### src/common/tmf_pkg.sv
// Purpose: shared constants and types for the timer and logic function bank
// Assumes: 50 MHz core clock, APB register access with 32-bit data
// Notes:   offsets are byte addresses; every register is one aligned word
package tmf_pkg;

    // bank shape
    localparam int NUM_SLOTS = 16;
    localparam int SLOT_W    = 4;
    localparam int DELAY_W   = 16;
    localparam int ADDR_W    = 8;

    // seconds tick timing
    localparam int CLK_FREQ_HZ   = 50_000_000;
    localparam int TICK_PERIOD_S = 1;
    localparam int TICK_CYCLES   = CLK_FREQ_HZ * TICK_PERIOD_S;

    // register map
    localparam logic [7:0] CFG_BASE   = 8'h00; // 16 words, one per slot
    localparam logic [7:0] ROUTE_BASE = 8'h40; // 16 words, one per slot
    localparam logic [7:0] STAT_RUN   = 8'h80; // running timers
    localparam logic [7:0] STAT_OUT   = 8'h84; // last value sent per slot
    localparam logic [7:0] STAT_VALID = 8'h88; // gate input validity

    // slot configuration word fields
    localparam int CFG_FUNC_LSB  = 0;  // 2 bits
    localparam int CFG_TTYPE_LSB = 2;  // 2 bits
    localparam int CFG_GATE_LSB  = 4;  // 3 bits
    localparam int CFG_INV_BIT   = 7;
    localparam int CFG_DELAY_LSB = 16; // DELAY_W bits, seconds

    // chaining word fields
    localparam int ROUTE_EN_BIT   = 0;
    localparam int ROUTE_PORT_BIT = 1;
    localparam int ROUTE_TGT_LSB  = 4; // SLOT_W bits

    // reset values
    localparam logic [31:0] CFG_RESET   = 32'h0000_0000;
    localparam logic [31:0] ROUTE_RESET = 32'h0000_0000;

    // function kinds
    typedef enum logic [1:0] {
        TMF_FN_OFF   = 2'h0,
        TMF_FN_TIMER = 2'h1,
        TMF_FN_LOGIC = 2'h2
    } tmf_func_t;

    // timer kinds
    typedef enum logic [1:0] {
        TMF_T_ON_DLY  = 2'h0,
        TMF_T_OFF_DLY = 2'h1,
        TMF_T_BOTH    = 2'h2,
        TMF_T_IMPULSE = 2'h3
    } tmf_ttype_t;

    // gate kinds
    typedef enum logic [2:0] {
        TMF_G_AND  = 3'h0,
        TMF_G_OR   = 3'h1,
        TMF_G_XOR  = 3'h2,
        TMF_G_NAND = 3'h3,
        TMF_G_NOR  = 3'h4,
        TMF_G_XNOR = 3'h5,
        TMF_G_INV  = 3'h6
    } tmf_gate_t;

    // timer state
    typedef enum logic {
        TMF_ST_IDLE,
        TMF_ST_RUN
    } tmf_tstate_t;

endpackage

### src/logic/tmf_slot.sv
// Purpose: one function slot: disabled, delay timer or logic gate
// Assumes: one event per cycle at most, tick_i one cycle per second
// Notes:   a pending send waits in this slot until the bank emits it, a newer send replaces it or disabling drops it
`timescale 1ns/1ps
module tmf_slot #(
    parameter int DELAY_W = tmf_pkg::DELAY_W
) (
    // clock and reset
    input  wire logic        clk_i,
    input  wire logic        rst_n_i,
    // configuration and time base
    input  wire logic [31:0] cfg_i,
    input  wire logic        tick_i,
    // incoming telegram
    input  wire logic        ev_valid_i,
    input  wire logic        ev_port_i,
    input  wire logic        ev_value_i,
    // outgoing telegram
    input  wire logic        sent_i,
    output logic             send_pend_o,
    output logic             send_value_o,
    // status
    output logic             running_o,
    output logic [1:0]       valid_o
);

    // gate truth function
    function automatic logic gate_eval(input logic [2:0] g,
                                       input logic a, input logic b);
        case (g)
            tmf_pkg::TMF_G_AND:  gate_eval = a & b;
            tmf_pkg::TMF_G_OR:   gate_eval = a | b;
            tmf_pkg::TMF_G_XOR:  gate_eval = a ^ b;
            tmf_pkg::TMF_G_NAND: gate_eval = ~(a & b);
            tmf_pkg::TMF_G_NOR:  gate_eval = ~(a | b);
            tmf_pkg::TMF_G_XNOR: gate_eval = ~(a ^ b);
            default:             gate_eval = 1'b0;
        endcase
    endfunction

    logic [1:0]         func;
    logic [1:0]         ttype;
    logic [2:0]         gate;
    logic               inv;
    logic [DELAY_W-1:0] delay;

    assign func  = cfg_i[tmf_pkg::CFG_FUNC_LSB +: 2];
    assign ttype = cfg_i[tmf_pkg::CFG_TTYPE_LSB +: 2];
    assign gate  = cfg_i[tmf_pkg::CFG_GATE_LSB +: 3];
    assign inv   = cfg_i[tmf_pkg::CFG_INV_BIT];
    assign delay = cfg_i[tmf_pkg::CFG_DELAY_LSB +: DELAY_W];

    tmf_pkg::tmf_tstate_t state, next_state;
    logic [DELAY_W-1:0]   cnt, next_cnt;
    logic                 tgt, next_tgt;
    logic                 in_a, next_in_a, in_b, next_in_b;
    logic                 ok_a, next_ok_a, ok_b, next_ok_b;
    logic                 pend, next_pend, pval, next_pval;

    // next state of timer, gate inputs and send slot
    always_comb begin
        logic do_send;
        logic sv;
        do_send    = 1'b0;
        sv         = 1'b0;
        next_state = state;
        next_cnt   = cnt;
        next_tgt   = tgt;
        next_in_a  = in_a;
        next_in_b  = in_b;
        next_ok_a  = ok_a;
        next_ok_b  = ok_b;
        next_pend  = sent_i ? 1'b0 : pend;
        next_pval  = pval;
        case (func)
            tmf_pkg::TMF_FN_TIMER: begin
                if (state == tmf_pkg::TMF_ST_RUN) begin
                    if (cnt == delay) begin
                        do_send    = 1'b1;
                        sv         = tgt;
                        next_state = tmf_pkg::TMF_ST_IDLE;
                    end else if (tick_i) begin
                        next_cnt = cnt + 1'b1;
                    end
                end
                if (ev_valid_i) begin
                    case (ttype)
                        tmf_pkg::TMF_T_ON_DLY: begin
                            if (ev_value_i) begin
                                if (next_state != tmf_pkg::TMF_ST_RUN) begin
                                    next_state = tmf_pkg::TMF_ST_RUN;
                                    next_cnt   = '0;
                                    next_tgt   = 1'b1;
                                end
                            end else begin
                                next_state = tmf_pkg::TMF_ST_IDLE;
                                do_send    = 1'b1;
                                sv         = 1'b0;
                            end
                        end
                        tmf_pkg::TMF_T_OFF_DLY: begin
                            if (!ev_value_i) begin
                                if (next_state != tmf_pkg::TMF_ST_RUN) begin
                                    next_state = tmf_pkg::TMF_ST_RUN;
                                    next_cnt   = '0;
                                    next_tgt   = 1'b0;
                                end
                            end else begin
                                next_state = tmf_pkg::TMF_ST_IDLE;
                                do_send    = 1'b1;
                                sv         = 1'b1;
                            end
                        end
                        tmf_pkg::TMF_T_BOTH: begin
                            // opposite value while running cancels
                            if (next_state == tmf_pkg::TMF_ST_RUN &&
                                next_tgt != ev_value_i) begin
                                next_state = tmf_pkg::TMF_ST_IDLE;
                            end else if (next_state != tmf_pkg::TMF_ST_RUN)
                            begin
                                next_state = tmf_pkg::TMF_ST_RUN;
                                next_cnt   = '0;
                                next_tgt   = ev_value_i;
                            end
                        end
                        default: begin
                            if (ev_value_i) begin
                                do_send    = 1'b1;
                                sv         = 1'b1;
                                next_state = tmf_pkg::TMF_ST_RUN;
                                next_cnt   = '0;
                                next_tgt   = 1'b0;
                            end else begin
                                next_state = tmf_pkg::TMF_ST_IDLE;
                            end
                        end
                    endcase
                end
                sv = sv ^ inv;
            end
            tmf_pkg::TMF_FN_LOGIC: begin
                next_state = tmf_pkg::TMF_ST_IDLE;
                if (ev_valid_i) begin
                    if (gate == tmf_pkg::TMF_G_INV) begin
                        do_send = 1'b1;
                        sv      = ~ev_value_i;
                    end else begin
                        if (ev_port_i) begin
                            next_in_b = ev_value_i;
                            next_ok_b = 1'b1;
                        end else begin
                            next_in_a = ev_value_i;
                            next_ok_a = 1'b1;
                        end
                        do_send = next_ok_a & next_ok_b;
                        sv = gate_eval(gate, next_in_a, next_in_b);
                    end
                end
            end
            default: begin
                // disabled slot drops its timer run, input validity and pending send, and stays silent
                next_state = tmf_pkg::TMF_ST_IDLE;
                next_ok_a  = 1'b0;
                next_ok_b  = 1'b0;
                next_pend  = 1'b0;
            end
        endcase
        // a new send wins over the clear of the old one
        if (do_send) begin
            next_pend = 1'b1;
            next_pval = sv;
        end
    end

    // registers; reset cancels timers and validity silently
    always_ff @(posedge clk_i or negedge rst_n_i) begin
        if (!rst_n_i) begin
            state <= tmf_pkg::TMF_ST_IDLE;
            cnt   <= '0;
            tgt   <= 1'b0;
            in_a  <= 1'b0;
            in_b  <= 1'b0;
            ok_a  <= 1'b0;
            ok_b  <= 1'b0;
            pend  <= 1'b0;
            pval  <= 1'b0;
        end else begin
            state <= next_state;
            cnt   <= next_cnt;
            tgt   <= next_tgt;
            in_a  <= next_in_a;
            in_b  <= next_in_b;
            ok_a  <= next_ok_a;
            ok_b  <= next_ok_b;
            pend  <= next_pend;
            pval  <= next_pval;
        end
    end

    assign send_pend_o  = pend;
    assign send_value_o = pval;
    assign running_o    = (state == tmf_pkg::TMF_ST_RUN);
    assign valid_o      = {ok_b, ok_a};

endmodule

### src/logic/tmf_bank.sv
// Purpose: bank of sixteen timer and logic functions with APB registers
// Assumes: telegrams arrive as one-cycle strobes synchronous to core_clk_i
// Notes:   one telegram leaves per cycle; chained outputs feed back inside
//
// The placing of the registers and the APB slave port were chosen for this implementation.
`timescale 1ns/1ps
module tmf_bank #(
    parameter int NUM_SLOTS   = tmf_pkg::NUM_SLOTS,
    parameter int TICK_CYCLES = tmf_pkg::TICK_CYCLES
) (
    // clock and reset
    input  wire logic                      core_clk_i,
    input  wire logic                      resetn_i,
    // apb slave
    input  wire logic                      psel_i,
    input  wire logic                      penable_i,
    input  wire logic                      pwrite_i,
    input  wire logic [tmf_pkg::ADDR_W-1:0] paddr_i,
    input  wire logic [31:0]               pwdata_i,
    output logic                           pready_o,
    output logic [31:0]                    prdata_o,
    output logic                           pslverr_o,
    // telegrams from the bus
    input  wire logic                      tel_in_valid_i,
    input  wire logic [tmf_pkg::SLOT_W-1:0] tel_in_slot_i,
    input  wire logic                      tel_in_port_i,
    input  wire logic                      tel_in_value_i,
    // telegrams to the bus
    output logic                           tel_out_valid_o,
    output logic [tmf_pkg::SLOT_W-1:0]     tel_out_slot_o,
    output logic                           tel_out_value_o
);

    localparam int SW = tmf_pkg::SLOT_W;

    // reset release through two flops
    logic rst_meta;
    logic rst_n;

    always_ff @(posedge core_clk_i or negedge resetn_i) begin
        if (!resetn_i) begin
            rst_meta <= 1'b0;
            rst_n    <= 1'b0;
        end else begin
            rst_meta <= 1'b1;
            rst_n    <= rst_meta;
        end
    end

    // lowest set bit of a pending vector
    function automatic logic [SW-1:0] first_set(
        input logic [NUM_SLOTS-1:0] v);
        first_set = '0;
        for (int k = NUM_SLOTS - 1; k >= 0; k--) begin
            if (v[k]) begin
                first_set = k[SW-1:0];
            end
        end
    endfunction

    // seconds tick; the divider is a parameter so benches can shorten it
    logic [31:0] tick_cnt, next_tick_cnt;
    logic        tick, next_tick;

    always_comb begin
        next_tick     = 1'b0;
        next_tick_cnt = tick_cnt + 32'h0000_0001;
        if (tick_cnt >= 32'(TICK_CYCLES - 1)) begin
            next_tick_cnt = '0;
            next_tick     = 1'b1;
        end
    end

    always_ff @(posedge core_clk_i or negedge rst_n) begin
        if (!rst_n) begin
            tick_cnt <= '0;
            tick     <= 1'b0;
        end else begin
            tick_cnt <= next_tick_cnt;
            tick     <= next_tick;
        end
    end

    // configuration storage
    logic [31:0] cfg        [NUM_SLOTS];
    logic [31:0] next_cfg   [NUM_SLOTS];
    logic [31:0] route      [NUM_SLOTS];
    logic [31:0] next_route [NUM_SLOTS];

    // slot status
    logic [NUM_SLOTS-1:0] pend;
    logic [NUM_SLOTS-1:0] pval;
    logic [NUM_SLOTS-1:0] running;
    logic [NUM_SLOTS-1:0] ok_a;
    logic [NUM_SLOTS-1:0] ok_b;
    logic [NUM_SLOTS-1:0] sent;
    logic [NUM_SLOTS-1:0] last_out, next_last_out;

    // emitter choice and chained delivery
    logic [SW-1:0] sel;
    logic          any_pend;
    logic          chain_en;
    logic [SW-1:0] chain_tgt;
    logic          chain_port;
    logic          conflict;
    logic          emit;

    assign any_pend   = |pend;
    assign sel        = first_set(pend);
    assign chain_en   = route[sel][tmf_pkg::ROUTE_EN_BIT];
    assign chain_tgt  = route[sel][tmf_pkg::ROUTE_TGT_LSB +: SW];
    assign chain_port = route[sel][tmf_pkg::ROUTE_PORT_BIT];
    // a chained delivery never overwrites a bus telegram for the same slot;
    // the emission waits a cycle instead, so neither event is lost
    assign conflict   = chain_en && tel_in_valid_i &&
                        (tel_in_slot_i == chain_tgt);
    assign emit       = any_pend && !conflict;

    // slots, each fed by the bus or by a chained output
    genvar gi;
    generate
        for (gi = 0; gi < NUM_SLOTS; gi++) begin : g_slot
            logic hit_ext;
            logic hit_chain;
            logic ev_port;
            logic ev_value;

            assign hit_ext   = tel_in_valid_i &&
                               (tel_in_slot_i == SW'(gi));
            assign hit_chain = emit && chain_en &&
                               (chain_tgt == SW'(gi));
            assign ev_port   = hit_ext ? tel_in_port_i : chain_port;
            assign ev_value  = hit_ext ? tel_in_value_i : pval[sel];
            assign sent[gi]  = emit && (sel == SW'(gi));

            tmf_slot #(
                .DELAY_W (tmf_pkg::DELAY_W)
            ) u_slot (
                .clk_i        (core_clk_i),
                .rst_n_i      (rst_n),
                .cfg_i        (cfg[gi]),
                .tick_i       (tick),
                .ev_valid_i   (hit_ext | hit_chain),
                .ev_port_i    (ev_port),
                .ev_value_i   (ev_value),
                .sent_i       (sent[gi]),
                .send_pend_o  (pend[gi]),
                .send_value_o (pval[gi]),
                .running_o    (running[gi]),
                .valid_o      ({ok_b[gi], ok_a[gi]})
            );
        end
    endgenerate

    // outgoing telegram register
    logic          next_out_valid;
    logic [SW-1:0] next_out_slot;
    logic          next_out_value;

    always_comb begin
        next_out_valid = emit;
        next_out_slot  = emit ? sel : tel_out_slot_o;
        next_out_value = emit ? pval[sel] : tel_out_value_o;
        next_last_out  = last_out;
        if (emit) begin
            next_last_out[sel] = pval[sel];
        end
    end

    always_ff @(posedge core_clk_i or negedge rst_n) begin
        if (!rst_n) begin
            tel_out_valid_o <= 1'b0;
            tel_out_slot_o  <= '0;
            tel_out_value_o <= 1'b0;
            last_out        <= '0;
        end else begin
            tel_out_valid_o <= next_out_valid;
            tel_out_slot_o  <= next_out_slot;
            tel_out_value_o <= next_out_value;
            last_out        <= next_last_out;
        end
    end

    // apb: one wait state; reads sampled in it, writes land on the last edge
    logic        acc;
    logic        wr_now;
    logic [3:0]  widx;
    logic        next_pready;
    logic [31:0] next_prdata;
    logic        next_pslverr;

    assign acc    = psel_i && penable_i;
    assign wr_now = acc && pready_o && pwrite_i;
    assign widx   = paddr_i[5:2];

    always_comb begin
        next_pready  = acc && !pready_o;
        next_prdata  = '0;
        next_pslverr = 1'b0;
        if (acc && !pready_o) begin
            if (paddr_i[1:0] != 2'h0) begin
                next_pslverr = 1'b1;
            end else if (paddr_i[7:6] == tmf_pkg::CFG_BASE[7:6]) begin
                next_prdata = cfg[widx];
            end else if (paddr_i[7:6] == tmf_pkg::ROUTE_BASE[7:6]) begin
                next_prdata = route[widx];
            end else if (paddr_i == tmf_pkg::STAT_RUN) begin
                next_prdata = 32'(running);
            end else if (paddr_i == tmf_pkg::STAT_OUT) begin
                next_prdata = 32'(last_out);
            end else if (paddr_i == tmf_pkg::STAT_VALID) begin
                next_prdata = {16'(ok_b), 16'(ok_a)};
            end else begin
                next_pslverr = 1'b1;
            end
            if (next_pslverr || !pwrite_i) begin
                next_prdata = next_pslverr ? 32'h0000_0000 : next_prdata;
            end else begin
                next_prdata = 32'h0000_0000;
            end
        end
    end

    always_ff @(posedge core_clk_i or negedge rst_n) begin
        if (!rst_n) begin
            pready_o  <= 1'b0;
            prdata_o  <= '0;
            pslverr_o <= 1'b0;
        end else begin
            pready_o  <= next_pready;
            prdata_o  <= next_prdata;
            pslverr_o <= next_pslverr;
        end
    end

    // configuration writes; status words are read-only
    always_comb begin
        for (int k = 0; k < NUM_SLOTS; k++) begin
            next_cfg[k]   = cfg[k];
            next_route[k] = route[k];
        end
        if (wr_now && paddr_i[1:0] == 2'h0) begin
            if (paddr_i[7:6] == tmf_pkg::CFG_BASE[7:6]) begin
                next_cfg[widx] = pwdata_i;
            end else if (paddr_i[7:6] == tmf_pkg::ROUTE_BASE[7:6]) begin
                next_route[widx] = pwdata_i;
            end
        end
    end

    always_ff @(posedge core_clk_i or negedge rst_n) begin
        if (!rst_n) begin
            for (int k = 0; k < NUM_SLOTS; k++) begin
                cfg[k]   <= tmf_pkg::CFG_RESET;
                route[k] <= tmf_pkg::ROUTE_RESET;
            end
        end else begin
            for (int k = 0; k < NUM_SLOTS; k++) begin
                cfg[k]   <= next_cfg[k];
                route[k] <= next_route[k];
            end
        end
    end

endmodule

### config.mk
export PLATFORM = sky130hd
export DESIGN_NAME = tmf_bank
export DESIGN_NICKNAME = d
export VERILOG_FILES = /design/src/common/tmf_pkg.sv /design/src/logic/tmf_slot.sv /design/src/logic/tmf_bank.sv
export SDC_FILE = /design/constraint.sdc
export NUM_CORES = 2
export LEC_CHECK = 0
export BUFFER_PORTS_ARGS = -buffer_cell sky130_fd_sc_hd__buf_2
export CORE_MARGIN = 3
export CORE_UTILIZATION = 40
export DETAILED_ROUTE_END_ITERATION = 10
export PLACE_DENSITY_LB_ADDON = 0.08
export SYNTH_ARGS = -nofsm -noshare
export SYNTH_HDL_FRONTEND = slang
export SYNTH_SLANG_ARGS = --single-unit
export TNS_END_PERCENT = 20
### constraint.sdc
create_clock -name core_clk_i -period 64.2 [get_ports core_clk_i]
set_input_delay 6.42 -clock core_clk_i [delete_from_list [all_inputs] [get_ports core_clk_i]]
set_output_delay 6.42 -clock core_clk_i [all_outputs]
set_load 0.02 [all_outputs]
==> results.py <==
metrics = {
    "placed_design": {
        "gp_congestion": 0.916,
        "portBuffers": 91,
        "hpwl_microns": 187000,
    },
    "global_routing": {
        "grt_pass1_vias": 56300,
        "grt_pass1_wl_microns": 399000,
        "grtUsageMet3_pct": 3.70,
        "top_usage_layer": "met2",
        "grt_start_max_net_pins": 159,
        "antenna_found_initial": 17,
        "overflow": 0,
        "grt_use_met1_pct": 37.4,
        "use_met2_pct": 41.1,
        "grtUsageTotal_pct": 26.2,
    },
    "power_and_ir_drop": {
        "power.net_switching_mw": 0.491,
        "p_seq_share_pct": 46.5,
        "vdd_drop_max_v": 0.0000292,
        "power.share.switching_pct": 24.0,
        "p_leak_nw": 40.4,
        "p_total_mw": 2.05,
        "pwr-share-clk_pct": 49.6,
        "comb_power_share_pct": 3.9,
        "power.density_nw_per_um2": 22.9,
        "p_int_mw": 1.56,
    },
    "timing": {
        "finalWorstPathRequiredPeriod_ns": 9.54,
        "hold_viol": 0,
        "worst_pin_slew_ns": 1.16,
        "rsz0062_at_grt": "no",
        "timing.final.crit_share_pct": 14.9,
        "max_slew_margin_pct": 22.3,
        "setup_viol": 0,
        "whs_ns": 0.353,
        "timing.setup.tns_ns": 0,
        "maxSlewViolCount": 0,
        "clock.fmax_mhz": 105,
        "fin_worst_skew_ns": 0.0462,
    },
    "layout": {
        "area_growth_pct": 11.2,
        "nNetsFinal": 7000,
        "drive_above_1_share_pct": 28.2,
        "post-route-util_pct": 45.0,
    },
    "yosys": {
        "synth_top_area_cell": "dfrtp_1",
        "synth_area_leaders": "dfrtp_1, mux2_2, mux4_2",
        "yosysUniqueCellTypes": 101,
        "synthCells": 6849,
        "syn_area_per_cell_sq_um": 11.7,
        "syn_area_sq_um": 80400,
        "ys_seq_area_share_pct": 46.6,
        "ys_dominant_reg_cell": "dfrtp_1",
        "synth_seq_cells": 1499,
        "synth_edf_count": 0,
        "synth_warnings": 0,
        "yosys.area.top_type_share_pct": 46.6,
        "synthArstFlopShare_pct": 100,
    },
    "critical_path": {
        "crit_path_end": "prdata_o[18]$_DFF_PN0_",
        "critPathCaptureType": "flip-flop",
        "cp.depth": 9,
        "critPathMaxStageDelay_ns": 0.86,
        "worstPathRequired_ns": 64.87,
        "start_kind": "input pin",
        "path_buf_inv": 3,
        "rrSetupSlack_ns": 57.55,
        "r2r_cells": 13,
        "path_class": "input pin to flip-flop",
        "reg2reg_from": "g_slot[7].u_slot.send_pend_o$_DFFE_PN0P_",
        "crit_chain": "buf_8 -> buf_12 -> buf_4 -> mux4_2 -> mux4_2 -> mux2i_1 -> nor2_1 -> a21oi_1 -> nor2_1",
        "cpLargestDelayFamily": "buffers and inverters",
        "crit_slowest_cell": "buf_4",
        "reg2reg_to": "g_slot[3].u_slot.cnt[1]$_DFFE_PN0P_",
        "cp_data_arrival_time_ns": 10.21,
        "worstSetupStartpoint": "paddr_i[2]",
        "cp_max_fo": 86,
    },
    "clock_tree": {
        "post_cts_buffers": 0,
        "cts_hold_buf": 0,
        "clkLatencyLatePin_ns": 0.83,
        "clock_path_buffers": 3,
        "tritoncts": "built",
        "clk_pin_slew_ns": 0.06,
        "cts_buffers": 177,
        "htree_levels": 4,
        "cts_sinks": 1499,
        "cts_root_buf": "clkbuf_16",
        "cts_resized": 0,
    },
    "floorplan": {
        "die_h_microns": 454,
        "dieArea_sq_um": 206000,
        "die_x_microns": 454,
        "std_cell_rows": 163,
        "start_util_pct": 40.5,
        "core_area_sq_um": 199000,
        "pin_count": 92,
    },
    "job": {
        "drv_cap": 0,
    },
    "route": {
        "vias_per_cell": 5.88,
        "route.detailed.drc": 0,
        "finalWirelength_microns": 271000,
        "drt_first_pass_iters": 6,
        "num_vias": 56400,
        "ant_nets": 0,
        "first_iter_violations": 4938,
        "wire_per_inst_microns": 28.2,
    },
    "worst_hold_path": {
        "hold_class": "flip-flop to flip-flop",
    },
    "run_status": {
        "status": "complete, no violations",
    },
}
logic make-up after synthesis:
kind of cell	synth area share, %
buffers and inverters	3.05
AND/OR/NAND/NOR	10.1
multiplexers	25.2
adder cells (fa/ha/maj)	2.26
XOR/XNOR	4.92
other	0.00934
AO/OA/AOI/OAI	7.82
flip-flops	46.6
layout by cell type (no fill, tap or decap), types with 75 or more instances in the layout:
master,count
dfrtp_1,1498
ha_1,145
a21oi_1,262
o21ai_0,171
and3_1,77
nor2_1,568
nor4_1,78
xnor2_1,75
buf_2,87
mux4_2,320
nand3_1,141
xor2_1,377
clkbuf_16,178
mux2i_1,111
buf_4,91
inv_1,209
mux2_2,1063
nand2_1,407
power groups by stage:
stage	sequential, mW	combinational, mW	clock (mW)
final	0.953	0.0798	1.01
after detailed placement	0.970	0.0815	0
after floorplan	0.984	0.0385	0
after CTS	0.953	0.0818	1.04
after global routing	0.953	0.0874	1.08
after global placement	0.970	0.0812	0
state kept, by name, indices dropped and copies added (netlist names), 32 cells and up:
name and count:
tick_cnt 32, prdata_o 32, g_slot.u_slot.cnt 256, route 512, cfg 512
per-layer routing:
metal,routed length [microns],part of all wire (%)
met1,123000,46
met2,125000,46
met3,13000,4.8
met4,8930,3.3
met5,58,0.021
cells in the mapped netlist (141+ instances only):
| library cell | n |
|---|---|
| nand3_1 | 141 |
| mux4_2 | 320 |
| inv_1 | 209 |
| ha_1 | 145 |
| nand2_1 | 423 |
| xor2_1 | 377 |
| nor2_1 | 580 |
| o21ai_0 | 171 |
| a21oi_1 | 264 |
| mux2_2 | 1063 |
| clkbuf_1 | 283 |
| dfrtp_1 | 1499 |
worst min-delay path by stage:
stage,startpoint,endpoint,cells after the start
2_1_floorplan,rst_meta$_DFF_PN0_,rst_n$_DFF_PN0_,0
3_3_place_gp,rst_meta$_DFF_PN0_,rst_n$_DFF_PN0_,0
3_5_place_dp,rst_meta$_DFF_PN0_,rst_n$_DFF_PN0_,0
4_1_cts,rst_meta$_DFF_PN0_,rst_n$_DFF_PN0_,0
5_1_grt,rst_meta$_DFF_PN0_,rst_n$_DFF_PN0_,0
6_report,rst_meta$_DFF_PN0_,rst_n$_DFF_PN0_,0
through the flow:
step	area [sq um]	setup WS [ns]	std cells
global route	89400	54.37	9588
CTS	89400	54.67	9588
floorplan	80400	19.32	6854
finish	89400	54.66	9600
global placement	83600	53.78	9264
detailed placement	83600	53.77	9264
final cells by class:
| class | count | area, sq um |
|---|---|---|
| antenna | 12 | 30.0 |
| clock buffer | 270 | 5240 |
| clock inverter | 54 | 608 |
| fill | 18300 | 109000 |
| inverter | 210 | 788 |
| multi-input combinational | 4728 | 40700 |
| sequential | 1499 | 37500 |
| tap | 2640 | 3300 |
| timing repair buffer | 187 | 1280 |
(Power assumes the default switching activity.)
